## src/crm_pkg.sv

```systemverilog
package crm_pkg;

  // ------------------------------------------------------------
  // Register map
  // ------------------------------------------------------------
  localparam logic [31:0] CRM_MODULE_CONTROL_ADDR = 32'h1000_000c;
  localparam int          CRM_CTRL_LED_BIT        = 0;
  localparam int          CRM_CTRL_MOUNTED_BIT    = 1;
  localparam int          CRM_CTRL_REMAP_BIT      = 2;
  localparam int          CRM_CTRL_RESET_BIT      = 3;
  // Bits that hold what software writes; reset and detect bits excluded.
  localparam logic [31:0] CRM_CTRL_STORE_MASK     = 32'hff1f_ff05;
  localparam logic [31:0] CRM_CTRL_RESET_VALUE    = 32'h0000_0000;

  // ------------------------------------------------------------
  // Pin input positions in the synchroniser
  // ------------------------------------------------------------
  localparam int          CRM_SYNC_WIDTH          = 4;
  localparam int          CRM_IN_PUSHBUTTON       = 0;
  localparam int          CRM_IN_SYSTEM_RESET_N   = 1;
  localparam int          CRM_IN_MOUNTED_N        = 2;
  localparam int          CRM_IN_MOTHERBOARD_N    = 3;
  // Idle levels: button released, lines high, standalone, no board reset.
  localparam logic [3:0]  CRM_SYNC_RESET_VALUE    = 4'b1110;

  // ------------------------------------------------------------
  // Timing
  // ------------------------------------------------------------
  localparam int          CRM_CLK_PERIOD_NS       = 8;
  localparam int          CRM_SW_PULSE_NS         = 128;
  localparam int          CRM_SW_PULSE_CYCLES     =
    (CRM_SW_PULSE_NS + CRM_CLK_PERIOD_NS - 1) / CRM_CLK_PERIOD_NS;
  localparam logic [7:0]  CRM_SW_PULSE_LOAD       =
    8'(CRM_SW_PULSE_CYCLES);

endpackage : crm_pkg

```

## src/crm_sync_if.sv

```systemverilog
`timescale 1ns/1ns
`default_nettype none
// Carries raw pin levels into the synchroniser and filtered levels back.
interface crm_sync_if;
  import crm_pkg::*;
  logic [CRM_SYNC_WIDTH-1:0] raw;
  logic [CRM_SYNC_WIDTH-1:0] clean;
  modport owner (output raw, input clean);
  modport sync  (input raw, output clean);
endinterface : crm_sync_if
`default_nettype wire

```

## src/crm_pin_sync.sv

```systemverilog
`timescale 1ns/1ns
`default_nettype none
module crm_pin_sync
(
  // Clock and reset.
  input  wire logic   clk,
  input  wire logic   rstn,
  // Pin levels in, filtered levels out.
  crm_sync_if.sync    pins
);
  import crm_pkg::*;

  typedef struct packed {
    logic [CRM_SYNC_WIDTH-1:0] s1;
    logic [CRM_SYNC_WIDTH-1:0] s2;
    logic [CRM_SYNC_WIDTH-1:0] s3;
    logic [CRM_SYNC_WIDTH-1:0] out;
  } crm_sync_state_t;

  crm_sync_state_t st_q;
  crm_sync_state_t st_d;

  // ------------------------------------------------------------
  // Three stages; a level counts once stages two and three agree.
  // ------------------------------------------------------------
  always_comb
  begin
    st_d    = st_q;
    st_d.s1 = pins.raw;
    st_d.s2 = st_q.s1;
    st_d.s3 = st_q.s2;
    for (int i = 0; i < CRM_SYNC_WIDTH; i++)
    begin
      if (st_q.s2[i] == st_q.s3[i])
      begin
        st_d.out[i] = st_q.s3[i];
      end
    end
  end

  // State register.
  always_ff @(posedge clk or negedge rstn)
  begin
    if (!rstn)
    begin
      st_q <= {4{CRM_SYNC_RESET_VALUE}};
    end
    else
    begin
      st_q <= st_d;
    end
  end

  assign pins.clean = st_q.out;

endmodule : crm_pin_sync
`default_nettype wire

```

## src/crm_reset_ctrl.sv

```systemverilog
// The Wishbone interface to the registers was decided locally.
`timescale 1ns/1ns
`default_nettype none
// Behaviour
// - Resets come from button, motherboard, other modules, probe, software.
// - Processor reset follows line when standalone, board reset when mounted.
// - Drive open-collector reset line low on button or software pulse.
// - Standalone, the reset line is synchronised before feeding processor.
// - System controller makes board reset; it also drives bus reset.
// - Software reset bit write makes pulse that pulls the line low.
// - Writing 1 to reset bit triggers; the bit always reads 0.
// - Read-only detect bit reads 0 when mounted; selects reset path.
module crm_reset_ctrl
(
  // Clock and reset.
  input  wire logic        clk,
  input  wire logic        rstn,
  // Classic Wishbone slave.
  input  wire logic        wb_cyc_i,
  input  wire logic        wb_stb_i,
  input  wire logic        wb_we_i,
  input  wire logic [31:0] wb_adr_i,
  input  wire logic [3:0]  wb_sel_i,
  input  wire logic [31:0] wb_dat_i,
  output logic      [31:0] wb_dat_o,
  output logic             wb_ack_o,
  // Reset sources.
  input  wire logic        pushbutton_reset_in,
  input  wire logic        motherboard_reset_n,
  input  wire logic        board_mounted_detect_n,
  // Open-collector system reset line.
  input  wire logic        system_reset_od_n_i,
  output logic             system_reset_od_n_o,
  output logic             system_reset_od_n_oe,
  // Generated resets.
  output logic             processor_por_reset_n,
  output logic             board_system_reset_n,
  output logic             bus_reset_n,
  // Stored control bits for the rest of the module.
  output logic      [31:0] module_control_out
);
  import crm_pkg::*;

  typedef struct packed {
    logic        ack;
    logic [31:0] rdata;
    logic [31:0] ctrl;
    logic [7:0]  sw_cnt;
    logic        line_drive;
    logic        board_rst_n;
    logic        bus_rst_n;
    logic        por_n;
  } crm_state_t;

  crm_state_t   st_q;
  crm_state_t   st_d;
  crm_sync_if   pins ();

  logic         req;
  logic         hit;
  logic         sw_trigger;
  logic         button_s;
  logic         line_low_s;
  logic         mounted_n_s;
  logic         board_low_s;
  logic [31:0]  wmask;
  logic [31:0]  read_word;

  // ------------------------------------------------------------
  // Pin synchronisation
  // ------------------------------------------------------------

  // Every external reset source is filtered before use.
  assign pins.raw[CRM_IN_PUSHBUTTON]     = pushbutton_reset_in;
  assign pins.raw[CRM_IN_SYSTEM_RESET_N] = system_reset_od_n_i;
  assign pins.raw[CRM_IN_MOUNTED_N]      = board_mounted_detect_n;
  assign pins.raw[CRM_IN_MOTHERBOARD_N]  = motherboard_reset_n;

  crm_pin_sync u_sync
  (
    .clk  (clk),
    .rstn (rstn),
    .pins (pins.sync)
  );

  // Filtered levels, with lows turned into active-high requests.
  assign button_s    = pins.clean[CRM_IN_PUSHBUTTON];
  assign line_low_s  = !pins.clean[CRM_IN_SYSTEM_RESET_N];
  assign mounted_n_s = pins.clean[CRM_IN_MOUNTED_N];
  assign board_low_s = !pins.clean[CRM_IN_MOTHERBOARD_N];

  // ------------------------------------------------------------
  // Bus decode
  // ------------------------------------------------------------

  // A request is served once; ack falls in the cycle after it rose.
  assign req = wb_cyc_i && wb_stb_i && !st_q.ack;
  assign hit = (wb_adr_i == CRM_MODULE_CONTROL_ADDR);

  // Byte enables widened to a bit mask.
  always_comb
  begin
    for (int b = 0; b < 4; b++)
    begin
      wmask[b*8 +: 8] = {8{wb_sel_i[b]}};
    end
  end

  // Software reset fires on a write of 1 to the reset bit.
  assign sw_trigger = req && hit && wb_we_i
                      && wb_sel_i[0] && wb_dat_i[CRM_CTRL_RESET_BIT];

  // Read view: reset bit reads 0, detect bit shows the pin.
  always_comb
  begin
    read_word                       = st_q.ctrl & CRM_CTRL_STORE_MASK;
    read_word[CRM_CTRL_RESET_BIT]   = 1'b0;
    read_word[CRM_CTRL_MOUNTED_BIT] = mounted_n_s;
  end

  // ------------------------------------------------------------
  // Next state
  // ------------------------------------------------------------
  always_comb
  begin
    st_d     = st_q;
    st_d.ack = req;

    // Register access; unmapped addresses ack and read zero.
    if (req)
    begin
      st_d.rdata = 32'h0000_0000;
      if (hit && wb_we_i)
      begin
        st_d.ctrl = (st_q.ctrl & ~(wmask & CRM_CTRL_STORE_MASK))
                    | (wb_dat_i & wmask & CRM_CTRL_STORE_MASK);
      end
      else if (hit)
      begin
        st_d.rdata = read_word;
      end
    end

    // Software pulse: loads a counter, held for a fixed time.
    if (sw_trigger)
    begin
      st_d.sw_cnt = CRM_SW_PULSE_LOAD;
    end
    else if (st_q.sw_cnt != 8'h00)
    begin
      st_d.sw_cnt = st_q.sw_cnt - 8'h01;
    end

    // Pull the shared line low for button or software pulse.
    st_d.line_drive = button_s || (st_q.sw_cnt != 8'h00);

    // System controller: any reset origin resets the board.
    st_d.board_rst_n = !(line_low_s || board_low_s);
    st_d.bus_rst_n   = st_q.board_rst_n;

    // Path choice by mount detect; release on a clock edge.
    if (!mounted_n_s)
    begin
      st_d.por_n = st_q.board_rst_n;
    end
    else
    begin
      st_d.por_n = !line_low_s;
    end
  end

  // State register.
  always_ff @(posedge clk or negedge rstn)
  begin
    if (!rstn)
    begin
      st_q.ack         <= 1'b0;
      st_q.rdata       <= 32'h0000_0000;
      st_q.ctrl        <= CRM_CTRL_RESET_VALUE;
      st_q.sw_cnt      <= 8'h00;
      st_q.line_drive  <= 1'b0;
      st_q.board_rst_n <= 1'b0;
      st_q.bus_rst_n   <= 1'b0;
      st_q.por_n       <= 1'b0;
    end
    else
    begin
      st_q <= st_d;
    end
  end

  // ------------------------------------------------------------
  // Outputs
  // ------------------------------------------------------------

  // Open collector: only ever drives low.
  assign system_reset_od_n_o   = 1'b0;
  assign system_reset_od_n_oe  = st_q.line_drive;
  assign processor_por_reset_n = st_q.por_n;
  assign board_system_reset_n  = st_q.board_rst_n;
  assign bus_reset_n           = st_q.bus_rst_n;
  assign wb_ack_o              = st_q.ack;
  assign wb_dat_o              = st_q.rdata;
  assign module_control_out    = st_q.ctrl & CRM_CTRL_STORE_MASK;

endmodule : crm_reset_ctrl
`default_nettype wire

```

## config.mk

```make
export PLATFORM = sky130hd
export DESIGN_NAME = crm_reset_ctrl
export DESIGN_NICKNAME = d
export VERILOG_FILES = /design/src/crm_pkg.sv /design/src/crm_sync_if.sv /design/src/crm_pin_sync.sv /design/src/crm_reset_ctrl.sv
export SDC_FILE = /design/constraint.sdc
export NUM_CORES = 1
export LEC_CHECK = 0
export ABC_AREA = 1
export BUFFER_PORTS_ARGS = -buffer_cell sky130_fd_sc_hd__buf_2
export CORE_MARGIN = 5
export CORE_UTILIZATION = 52
export DETAILED_ROUTE_END_ITERATION = 10
export PLACE_DENSITY = 0.94
export SLEW_MARGIN = 10
export SYNTH_ARGS = -nofsm -noshare
export SYNTH_HDL_FRONTEND = slang
export SYNTH_SLANG_ARGS = --single-unit
export TNS_END_PERCENT = 30
```

## constraint.sdc

```tcl
create_clock -name clk -period 2.42 [get_ports clk]
set_clock_uncertainty 0.2 [all_clocks]
set_input_delay 0 -clock clk [delete_from_list [all_inputs] [get_ports clk]]
set_output_delay 0 -clock clk [all_outputs]
set_load 0.05 [all_outputs]
```

Yosys cells after proc, flatten, opt, wreduce, memory -nomap -nowiden --
Index checks and enable logic that the tools add are counted.
Operators by class: reductions and logical operators 16, magnitude comparators 0, bitwise logic cells 4, shifts and indexed selects 0, equal/unequal tests 5, multiply operators 0, mux-type cells 5, add/subtract/negate cells 1, div/mod/pow operators 0
Operators with widths (count):
- AND 32 bit | 2
- 2-to-1 mux 32 bit | 2
- == test 32 x 29 -> 1 bit (second input constant) | 1
- inverter 32 bit | 1
- bitwise OR 32 bit | 1
- 2-to-1 mux 8 bit | 2
- nonzero test 8 bit | 1
- subtractor 8 x 1 -> 8 bit (second input constant) | 1
- logical AND 1 bit | 7
- == test 1 bit | 4
- zero test 1 bit | 4
- logical OR 1 bit | 2
- AND reduction 2 bit | 1
- nonzero test 2 bit | 1
- 2-to-1 mux 1 bit | 1
Word-level totals: logic and storage cells 46, RAM bits 0, bits in read-only memories 0, memories 0, output and inout port bits 70, latch bits 0, bits in registers 93, input port bits 77

Longest topological paths before layout --
Gate-level depths: netlist (run 1).
word-level depth 7, gate-level depth with buffers 11, gate-level depth less buffers 11

Modules after synthesis --
From an unflattened synthesis (run 1), not the netlist that was laid out.
Unflattened totals: cell total of the unflattened synthesis 425, area, all modules 3754.9 µm²
Modules (own cells, without submodules):
- crm_reset_ctrl | cells each 389, instances 1, area an instance 3244.4 µm², sequential area each 1501.4 µm²
- crm_pin_sync | cells each 36, instances 1, area an instance 510.5 µm², sequential area each 415.4 µm²

Worst setup path before layout (run 1) --
Ideal clock, no wire load.
path type reg-to-reg, start register st_q, in the netlist wb_ack_o, end register with a tool-made name, buffers on the path 1, period minus slack after synthesis 1.734 ns, library setup time 0.117 ns, slack 0.686 ns, cell stages (with the launch flop) 8, data required time 2.103 ns, arrival 1.417 ns, cells stage by stage dfrtp_1 nor2_2 nand3_1 nor2_4 buf_6 nand3_2 nand2_1 nand2_1
RTL lines:
- start, declared | RTL line crm_reset_ctrl.sv:55 | crm_state_t st_q;
- start signal, assigned | RTL line crm_reset_ctrl.sv:188 | st_q <= st_d;

Worst setup path in the final report (run 1) --
start input wb_adr_i[12], end register st_q[11] (netlist bit)
Between the ends: longest elaborated chain between the ends 6, elaborated cells between the ends (all ways) 7, those cells by class 1 x eq/ne; 1 x mux; 5 x reduce/logical
Ends and longest elaborated chain:
- start, declared | RTL line crm_reset_ctrl.sv:22 | input wire logic [31:0] wb_adr_i,
- == test 32 x 29 -> 1 bit (*) | RTL line crm_reset_ctrl.sv:98 | assign hit = (wb_adr_i == CRM_MODULE_CONTROL_ADDR);
- logical AND 1 bit (*) (2 in series) | RTL line crm_reset_ctrl.sv:110 | assign sw_trigger = req && hit && wb_we_i
- logical AND 1 bit (*) (2 in series) | RTL line crm_reset_ctrl.sv:111 | && wb_sel_i[0] && wb_dat_i[CRM_CTRL_RESET_BIT];
- 2-to-1 mux 8 bit / nonzero test 2 bit (equally long branches)
Mark *: on every way between the ends. The rest lies on a longest branch, timed or not. A chain may end at the register's enable or synchronous reset.

==> results.rst, run 1 <==
.. list-table::
   :header-rows: 1

   * - Metric
     - Value
   * - Outcome
     - finished with violations
   * - Violated checks
     - setup timing
   * - Worst setup slack after layout
     - -9.362 ps
   * - Post-DP HPWL
     - 5757 µm
   * - Maximum operating frequency
     - approximately 410 MHz
   * - Sequential area share after synthesis
     - between 50% and 60%
   * - Endpoint type of the worst setup path
     - register
   * - Die span in y
     - roughly 94 µm
   * - Dominant cell by count in the synthesized netlist
     - nand2_1
   * - Synth-to-Final Area Change
     - 26.44%
   * - Via Count
     - 3072
   * - Initial standard-cell utilization of the core
     - a little over half
   * - Design Area, Final
     - 0.004596 mm²
   * - Minimum period implied by the final worst setup slack
     - roughly 2400 ps
   * - Area after DPL
     - ~0.0039 mm²
   * - Cell depth of the worst hold path
     - 2
   * - Total routed wirelength
     - 8990 µm
   * - Largest area contributor in the synthesized netlist
     - dfrtp_1
   * - Maximum fanout along the worst path
     - 2
   * - Site row count
     - 30
   * - Drt initial violations
     - 193
   * - Synth Warn #
     - 0
   * - Antenna violations before repair
     - 0
   * - Required time reported for the critical path endpoint
     - ~2500 ps
   * - Sum of negative setup slack
     - -9.362 ps
   * - Pins Over Slew Limit
     - 0
   * - Clock sink count
     - 76
   * - Final ANT Viol Nets
     - 0
   * - Antenna cell count
     - 0
   * - Global Route Usage Sum
     - about a fifth
   * - Maximum number of pins on one net before global-route repair
     - 77
   * - Worst hold-check slack
     - between 90 and 100 ps
   * - Mean routed wirelength per cell
     - approximately 14 µm
   * - Die width
     - about 94 µm
   * - Origin of the worst min-delay path
     - system_reset_od_n_i
   * - Proportion of register bits with asynchronous set or reset after synthesis
     - 100.0%
   * - Critical Path AT
     - between 2000 and 2500 ps
   * - Share of Yosys cell area claimed by the top area cell type
     - roughly 44%
   * - Synthesis-stage register bit count
     - between 70 and 80
   * - Kind of start point of the critical path
     - input pin
   * - Commonest cells in the synthesized netlist
     - nand2_1, buf_4, dfrtp_1, nand3_1, nor2_1
   * - Clock latency reported for the late side of the worst-skew pair
     - about 340 ps
   * - Transition time at the pin with the least slew margin
     - a little over 900 ps
   * - Fraction of final layout cells sized beyond drive strength 1
     - 29.64%
   * - Total leakage power
     - 0.002582 µW
   * - Worst Hold Class
     - in2reg
   * - R2R Path Start
     - wb_ack_o
   * - End point of the most critical hold path
     - u_sync.st_d[9]
   * - Critical Setup Path Class
     - in2reg
   * - Clock Pin Slew Worst Setup and Hold Paths
     - 80 ps
   * - GRT Residual Overflow
     - 0
   * - Ports placed on the boundary
     - 147
   * - Placed insts
     - 563
   * - DR pass1 iterations
     - 4
   * - Number of global-route vias before repair
     - between 3000 and 4000
   * - Final layout net count
     - approximately 600
   * - Number of enable-type register cells in the synthesized netlist
     - 0
   * - # setup viols final
     - 1
   * - Post-CTS setup buffer count
     - 0
   * - Power density normalized to cell area
     - 561.4 mW/mm²
   * - Total core area
     - 0.006794 mm²
   * - Library cells used by synthesis
     - 26
   * - Number of buffers on the longest clock path
     - 2
   * - Routability cong.
     - between 0.8 and 0.9
   * - Final Power
     - between 2000 and 3000 µW
   * - Register-to-Register Path Depth
     - 6
   * - Top_reg_cell synth
     - dfrtp_1
   * - Cell types occupying the most area after synthesis
     - dfrtp_1, buf_4, nand2_1, dfstp_2, nand4_1
   * - Relative slew slack
     - between 30% and 40%
   * - Setup repair after global routing missed its margin
     - true
   * - Worst ir drop on vdd
     - roughly 0.45 mV
   * - Layout Cells excl Fill
     - roughly 630
   * - Number of hold violations in the final report
     - 0
   * - Residual DRC count
     - 0
   * - R2R Setup Slk
     - approximately 80 ps
   * - Clock H-tree levels
     - 3
   * - Max Cap Violations
     - 0
   * - Root Buffer Master
     - clkbuf_8
   * - First-pass GRT wire length
     - ~14000 µm
   * - Post-synth design cell area
     - around 0.0036 mm²
   * - Average cell area after synthesis
     - a little under 9 µm²
   * - Clock buffers created by TritonCTS
     - 9
   * - Vias per cell
     - just under 5
   * - Die area
     - around 0.0088 mm²
   * - Count of port buffers added during placement
     - 120
   * - Part of the cycle the worst path needs
     - 100.4%
   * - Clock tree from TritonCTS
     - done
   * - Count of mapped cells out of synthesis
     - roughly 410
## how the worst max path moves through the flow
stage,from,endpoint,slack (ps)
after floorplan,wb_ack_o,register,690
after global placement,wb_ack_o,st_q[4],350
after detailed placement,wb_ack_o,st_q[7],280
after CTS,wb_adr_i[29],register,60
after global routing,wb_ack_o,register,-40
final,wb_adr_i[12],st_q[11],-9
## cell type report
| type | instances | area, µm² |
|---|---|---|
| Fill cell | 531 | 2198 |
| Clock buffer | 10 | 148.9 |
| Multi-Input combinational cell | 246 | 1136 |
| Sequential cell | 76 | 1917 |
| Inverter | 22 | 82.58 |
| Clock inverter | 6 | 60.06 |
| Tap cell | 96 | 120.1 |
| Timing Repair Buffer | 173 | 1131 |
## worst max-delay path: stages
cell and delay [ps]:
dlygate4sd3_1 540, buf_2 120, nor2_1 80, nand2_1 50, nor2_1 130, dlygate4sd3_1 560, inv_1 40, nor2_1 80
nand4_1 110, nor2_1 140, dlygate4sd3_1 570, nor2_1 40
## per-stage QoR
stage / worst slack, ps / utilization (%)
2_1_floorplan: 686.2 / -
3_3_place_gp: 347.7 / 57.09
3_5_place_dp: 275.1 / 57.09
4_1_cts: 57.15 / 67.53
5_1_grt: -41.19 / 67.64
6_report: -9.362 / 67.64
## repair_timing
| item | CTS | global route |
|---|---|---|
| resized for setup | 0 | 3 |
| endpoints found under the hold margin | 100 | 0 |
| hold buffers | 50 | 0 |
| setup endpoints to repair | 0 | 11 |
## layer usage
layer / track usage (%) / wire, µm / vias to the layer above
met5: 0 / 0 / -
met4: 9.988 / 256 / 0
met3: 6.919 / 520 / 24
met2: 37.28 / 4862 / 137
met1: 21.83 / 3351 / 1462
li1: - / - / 1449
## placed cells by master (no fill, tap or decap), types with 2 or more instances in the layout
cell type / instances
nand3_1: 32
xor2_1: 4
nor2_4: 2
nor2_2: 2
dfstp_2: 12
nor2_1: 27
nand2_1: 122
dlymetal6s4s_1: 2
inv_1: 21
dfrtp_1: 64
nand4_1: 26
dlygate4sd3_1: 48
clkbuf_8: 9
ha_1: 2
conb_1: 18
clkinv_2: 3
buf_2: 119
buf_4: 4
maj3_1: 4
## power by group
group	leakage [µW]	internal [µW]	switching (µW)
Clock	0.000111	536	455
Combinational	0.00150	98.2	176
Sequential	0.000971	1300	11.7
Total	0.00258	1940	643
## cell families (layout without fill, tap and decap cells)
kind of cell	count (synthesis)	after routing	synth area share [%]
adders and majority gates	6	6	1.790
and+or+nand+nor	215	215	25.99
muxes	1	1	0.3098
other	1	18	0.1032
xor gates and xnor gates	4	4	0.9638
AOI/OAI and AO/OA	2	2	0.2751
buffers and inverters	101	211	17.83
DFF	76	76	52.74
No activity file was read; power rests on OpenSTA's default activity.
==> run 2: changes to the inputs <==
--- a/config.mk
+++ b/config.mk
@@ -7,6 +7,7 @@
 export LEC_CHECK = 0
 export ABC_AREA = 1
 export BUFFER_PORTS_ARGS = -buffer_cell sky130_fd_sc_hd__buf_2
+export CORE_ASPECT_RATIO = 1.5
 export CORE_MARGIN = 5
 export CORE_UTILIZATION = 52
 export DETAILED_ROUTE_END_ITERATION = 10
==> results.rst, run 2 (synthesis gave the netlist of run 1 again) <==
.. list-table::
   :header-rows: 1

   * - Metric
     - Value
   * - Transition time at the pin with the least slew margin
     - 939.7 ps (+24.51 ps)
   * - Number of global-route vias before repair
     - 3273 (+4.2%)
   * - Total leakage power
     - 0.002560 µW (-0.86%)
   * - Clock Pin Slew Worst Setup and Hold Paths
     - 80 ps (about the same)
   * - Kind of start point of the critical path
     - register
   * - Total routed wirelength
     - 9316 µm (+3.6%)
   * - Outcome
     - finished clean
   * - Worst Hold Class
     - in2reg
   * - Fraction of final layout cells sized beyond drive strength 1
     - 29.28% (-0.36 points)
   * - Multi-input logic area
     - 0.001136 mm² (unchanged)
   * - Most frequent standard cell in the layout excluding fill and tap cells
     - nand2_1
   * - Pins Over Slew Limit
     - 0 (unchanged)
   * - Sum of negative setup slack
     - 0 ps (+9.362 ps)
   * - Placed insts
     - 546 (-3.0%)
   * - Worst hold-check slack
     - 47.59 ps (-44.34 ps)
   * - Required time reported for the critical path endpoint
     - 2500 ps (+40 ps)
   * - Clock H-tree levels
     - 3 (unchanged)
   * - Antenna violations before repair
     - 0 (unchanged)
   * - Root Buffer Master
     - clkbuf_8
   * - Final ANT Viol Nets
     - 0 (unchanged)
   * - Maximum fanout along the worst path
     - 31 (+29)
   * - Cell depth of the worst hold path
     - 4 (+2)
   * - Final layout net count
     - 617 (+1.6%)
   * - Post-DP HPWL
     - 5886 µm (+2.2%)
   * - Clock sink count
     - 76 (unchanged)
   * - Synth-to-Final Area Change
     - 28.88%
   * - Ports placed on the boundary
     - 147 (unchanged)
   * - Clock buffers created by TritonCTS
     - 9 (unchanged)
   * - Number of hold violations in the final report
     - 0 (unchanged)
   * - Minimum period implied by the final worst setup slack
     - 2243 ps (-186.6 ps)
   * - Register-to-Register Path Depth
     - 7 (+1)
   * - Site row count
     - 37 (+23%)
   * - Total core area
     - 0.006852 mm² (+0.85%)
   * - GRT Residual Overflow
     - 0 (unchanged)
   * - Part of the cycle the worst path needs
     - 92.68% (-7.7 points)
   * - Number of buffers on the longest clock path
     - 2 (unchanged)
   * - Layout Cells excl Fill
     - 621 (-1.3%)
   * - Endpoint type of the worst setup path
     - register
   * - Die area
     - 0.008797 mm² (+0.40%)
   * - Max Cap Violations
     - 0 (unchanged)
   * - Relative slew slack
     - 37.36% (-1.6 points)
   * - First-pass GRT wire length
     - 15140 µm (+6.2%)
   * - Critical Path AT
     - 2320 ps (-150 ps)
   * - # setup viols final
     - 0 (-1)
   * - Worst ir drop on vdd
     - 0.3522 mV (-21%)
   * - Storage cell area
     - 0.001917 mm² (unchanged)
   * - Mean routed wirelength per cell
     - 15.00 µm (+5.0%)
   * - Residual DRC count
     - 0 (unchanged)
   * - Die span in y
     - 112.4 µm (+20%)
   * - Layout filler cell count
     - 530 (-0.19%)
   * - Clock latency reported for the late side of the worst-skew pair
     - 340 ps (about the same)
   * - Antenna cell count
     - 0 (unchanged)
   * - Via Count
     - 3131 (+1.9%)
   * - Clock tree from TritonCTS
     - done
   * - Vias per cell
     - 5.042 (+3.2%)
   * - Critical Setup Path Class
     - reg2reg
   * - Top library cells by usage in the layout, fill and taps aside
     - nand2_1, buf_2, dfrtp_1
   * - Maximum number of pins on one net before global-route repair
     - 77 (unchanged)
   * - Routability cong.
     - 0.7868 (-7.1%)
   * - DR pass1 iterations
     - 4 (unchanged)
   * - Maximum operating frequency
     - 445.9 MHz (+8.3%)
   * - Die width
     - 78.27 µm (-16%)
   * - Setup repair after global routing missed its margin
     - false
   * - Power density normalized to cell area
     - 558.0 mW/mm² (-0.61%)
   * - Drt initial violations
     - 180 (-6.7%)
   * - Initial standard-cell utilization of the core
     - 53.05% (-0.45 points)
   * - Global Route Usage Sum
     - 22.03% (+1.2 points)
   * - Count of port buffers added during placement
     - 120 (unchanged)
## run 2: changes by cell type in the layout (fill, tap and decap cells not counted), sizes merged
cell          change
dlygate4sd3      +11
dlymetal6s4s      -2
buf               +1
bufinv            +1
clkbuf            -1
clkinvlp          +1
inv               -1
## run 2: worst max-delay path: stages (launching register included)
cell and delay, ps:
dfrtp_1 400, nor2_2 170, nand3_1 150, nor2_4 260, buf_12 220, nand4_1 100
dlygate4sd3_1 590, nand2_1 80
## run 2: layer usage
metal	track usage (%)	part of all wire, %
met2	38.50	52
met1	24.18	37
met4	14.00	5.0
met5	0	0
met3	4.173	5.7
## run 2: worst paths after layout
check                               start  slack [ps]              to
max                              wb_ack_o         180        register
min                           wb_sel_i[3]          50        register
min in group asynchronous            rstn         150  u_sync.st_d[8]
max in group asynchronous            rstn        1270    wb_dat_o[11]
min reg2reg                u_sync.st_d[8]         150  u_sync.st_d[4]
max reg2reg                      wb_ack_o         180        register
## run 2: area by class of cell
cell class	count	share of cell area, %
Inverter	22	1.763
Timing Repair Buffer	183	26.39
Sequential cell	76	40.92
Clock buffer	9	2.644
Multi-Input combinational cell	246	24.25
Clock inverter	7	1.950
Tap cell	78	2.083
## run 2: through the flow
step,setup WS [ps],total power (µW),area [µm²],util [%]
finish,177.2,2614,4684,68.37
detailed placement,454.8,1565,3876,56.57
global placement,502.6,1557,3876,56.57
global route,94.48,2725,4684,68.37
floorplan,686.2,1485,3699,-
CTS,89.55,2646,4692,68.48
## run 2: power breakdown
part / switching, µW / internal (µW) / total, µW
sequential: 13.2 / 1300 / 1320
clock: 450 / 576 / 1030
combinational: 177 / 93.8 / 271
total: 641 / 1970 / 2610
## run 2: what timing repair did
item                                   4_1_cts  5_1_grt
setup endpoints to repair                    0        3
buffers inserted                             0        0
hold buffers                                60        0
resized for setup                            0        1
endpoints found under the hold margin      100        0
==> run 3: changes to the inputs <==
--- a/config.mk
+++ b/config.mk
@@ -9,9 +9,9 @@
 export BUFFER_PORTS_ARGS = -buffer_cell sky130_fd_sc_hd__buf_2
 export CORE_ASPECT_RATIO = 1.5
 export CORE_MARGIN = 5
-export CORE_UTILIZATION = 52
+export CORE_UTILIZATION = 35
 export DETAILED_ROUTE_END_ITERATION = 10
-export PLACE_DENSITY = 0.94
+export PLACE_DENSITY = 0.7
 export SLEW_MARGIN = 10
 export SYNTH_ARGS = -nofsm -noshare
 export SYNTH_HDL_FRONTEND = slang
==> results.rst, run 3 (synthesis gave the netlist of run 1 again) <==
.. list-table::
   :header-rows: 1

   * - Metric
     - Value
   * - Global Route Usage Sum
     - 15.58% (-6.5 points)
   * - Total core area
     - 0.01013 mm² (+48%)
   * - Total routed wirelength
     - 9060 µm (-2.7%)
   * - Clock H-tree levels
     - 3 (unchanged)
   * - List of cells traversed by the critical path
     - dlygate4sd3_1 > buf_2 > nor2_1 > nand2_1 > nor2_2 > nand3_1 > nor2_4 > buf_12 > nand4_1 > dlygate4sd3_1 > nand2_1
   * - Internal power of the cells
     - 2386 µW (+21%)
   * - Via Count
     - 3034 (-3.1%)
   * - Total leakage power
     - 0.002605 µW (+1.8%)
   * - Family with the most delay on the worst path
     - buffers and inverters
   * - Mean routed wirelength per cell
     - 13.77 µm (-8.2%)
   * - Antenna cell count
     - 0 (unchanged)
   * - Power density normalized to cell area
     - 635.3 mW/mm² (+14%)
   * - Critical-path top delay cell
     - dlygate4sd3_1
   * - Top library cells by usage in the layout, fill and taps aside
     - nand2_1, buf_2, dfrtp_1
   * - Combinational Power Share
     - 8.8% (-1.6 points)
   * - Critical Path AT
     - 2230 ps (-90 ps)
   * - Minimum period implied by the final worst setup slack
     - 2166 ps (-77.02 ps)
   * - Switching fraction of total power
     - 22.37% (-2.1 points)
   * - Endpoint type of the worst setup path
     - register
   * - First-pass GRT wire length
     - 15420 µm (+1.9%)
   * - Vias per cell
     - 4.611 (-8.5%)
   * - Crit path buffers/inverters
     - 4 (+2)
   * - Pins Over Slew Limit
     - 0 (unchanged)
   * - Routability cong.
     - 0.7326 (-6.9%)
   * - # setup viols final
     - 0 (unchanged)
   * - Worst setup slack after layout
     - 254.2 ps (+77.02 ps)
   * - Layout filler cell count
     - 927 (+75%)
   * - Transition time at the pin with the least slew margin
     - 939.2 ps (-0.4295 ps)
   * - Clock Pin Slew Worst Setup and Hold Paths
     - 60 ps (-20 ps)
   * - Residual DRC count
     - 0 (unchanged)
   * - Clock sink count
     - 76 (unchanged)
   * - Ports placed on the boundary
     - 147 (unchanged)
   * - Fraction of final layout cells sized beyond drive strength 1
     - 29.02% (-0.26 points)
   * - Drt initial violations
     - 83 (-54%)
   * - Synth-to-Final Area Change
     - 33.12%
   * - Fraction of power consumed by sequential logic
     - 42.9% (-7.4 points)
   * - Antenna violations before repair
     - 0 (unchanged)
   * - Number of global-route vias before repair
     - 3314 (+1.3%)
   * - Final Util
     - 47.74% (-21 points)
   * - Maximum operating frequency
     - 461.7 MHz (+3.6%)
   * - Post-Place Worst Slack
     - 508.0 ps (+53.23 ps)
   * - Most frequent standard cell in the layout excluding fill and tap cells
     - nand2_1
   * - Root Buffer Master
     - clkbuf_16
   * - Worst Hold Class
     - in2reg
   * - Part of the cycle the worst path needs
     - 89.49% (-3.2 points)
   * - Initial standard-cell utilization of the core
     - 35.86% (-17 points)
   * - DR pass1 iterations
     - 4 (unchanged)
   * - Die span in y
     - 134.8 µm (+20%)
   * - Clock network fraction of design power
     - 48.3% (+9.0 points)
   * - Count of port buffers added during placement
     - 120 (unchanged)
   * - Maximum fanout along the worst path
     - 51 (+65%)
   * - Final ANT Viol Nets
     - 0 (unchanged)
   * - Clock latency reported for the late side of the worst-skew pair
     - 330 ps (about the same)
   * - Post-DP HPWL
     - 5947 µm (+1.0%)
   * - Die area
     - 0.01257 mm² (+43%)
   * - Setup repair after global routing missed its margin
     - false
   * - Total net switching power
     - 687.5 µW (+7.3%)
   * - Sum of negative setup slack
     - 0 ps (unchanged)
   * - Max Cap Violations
     - 0 (unchanged)
   * - Kind of start point of the critical path
     - input pin
   * - Site row count
     - 45 (+22%)
   * - Outcome
     - finished clean
   * - Number of hold violations in the final report
     - 0 (unchanged)
   * - Maximum number of pins on one net before global-route repair
     - 77 (unchanged)
   * - Final layout net count
     - 615 (-0.32%)
   * - Design Area, Final
     - 0.004838 mm² (+3.3%)
   * - Die width
     - 93.21 µm (+19%)
   * - Worst ir drop on vdd
     - 0.4210 mV (+20%)
   * - GRT Residual Overflow
     - 0 (unchanged)
   * - Slowest stage delay, CP
     - 600 ps (about the same)
   * - Clock tree from TritonCTS
     - done
   * - Clock buffers created by TritonCTS
     - 9 (unchanged)
   * - Required time reported for the critical path endpoint
     - 2490 ps (about the same)
   * - Relative slew slack
     - 37.38% (about the same)
   * - Number of buffers on the longest clock path
     - 2 (unchanged)
   * - Critical Setup Path Class
     - in2reg
   * - Area after DPL
     - 0.003910 mm² (+0.87%)
run 3: layer usage:
layer / up-vias / track usage, % / share of wire (%)
met4: 0 / 6.601 / 2.6
met3: 18 / 4.069 / 4.7
met5: - / 0 / 0
met2: 92 / 28.10 / 54
met1: 1455 / 17.05 / 39
li1: 1469 / - / -
run 3: worst min-delay path: stages:
cell	delay, ps
buf_2	100
nand2_1	40
nor2b_1	50
nand2_1	60
nor2_1	40
nand4_1	110
nor2_1	60
nor2_1	70
run 3: stage by stage:
stage	std cells	total power [µW]	hold WS, ps
6_report	658	3074	33.77
4_1_cts	658	3111	0.6939
5_1_grt	658	3198	81.18
3_5_place_dp	583	1566	-93.84
2_1_floorplan	423	1485	-495.6
3_3_place_gp	583	1559	-94.78
run 3: repair_timing:
| item | CTS | global route |
|---|---|---|
| hold buffers | 59 | 0 |
| gates resized for setup | 0 | 1 |
| endpoints found under the setup margin | 0 | 1 |
| hold endpoints to repair | 100 | 0 |
| setup buffers | 0 | 1 |
run 3: power by group through the flow:
| stage | Sequential (µW) | Clock (µW) | Combinational, µW |
|---|---|---|---|
| 3_5_place_dp | 1340 | 0 | 226 |
| 6_report | 1320 | 1490 | 270 |
| 3_3_place_gp | 1340 | 0 | 221 |
| 5_1_grt | 1320 | 1580 | 295 |
| 4_1_cts | 1320 | 1520 | 270 |
| 2_1_floorplan | 1360 | 0 | 124 |
run 3: cell type report:
type                            instances  area [µm²]  share of cell area, %
Sequential cell                        76        1917                  39.62
Timing Repair Buffer                  181        1219                  25.19
Multi-Input combinational cell        246        1136                  23.48
Clock buffer                           13       270.3                  5.586
Tap cell                              117       146.4                  3.026
Inverter                               22       82.58                  1.707
Clock inverter                          3       67.56                  1.396
run 3: worst paths after layout:
| check | start | to | slack [ps] | cells after the start |
|---|---|---|---|---|
| max | wb_adr_i[30] | register | 250 | 11 |
| min reg2reg | u_sync.st_d[8] | u_sync.st_d[4] | 150 | 0 |
| min in group asynchronous | rstn | bus_reset_n | 140 | 2 |
| max in group asynchronous | rstn | asynchronous set/reset pin | 1240 | 2 |
| max reg2reg | wb_ack_o | register | 280 | 7 |
| min | wb_adr_i[2] | st_q[11] | 30 | 8 |
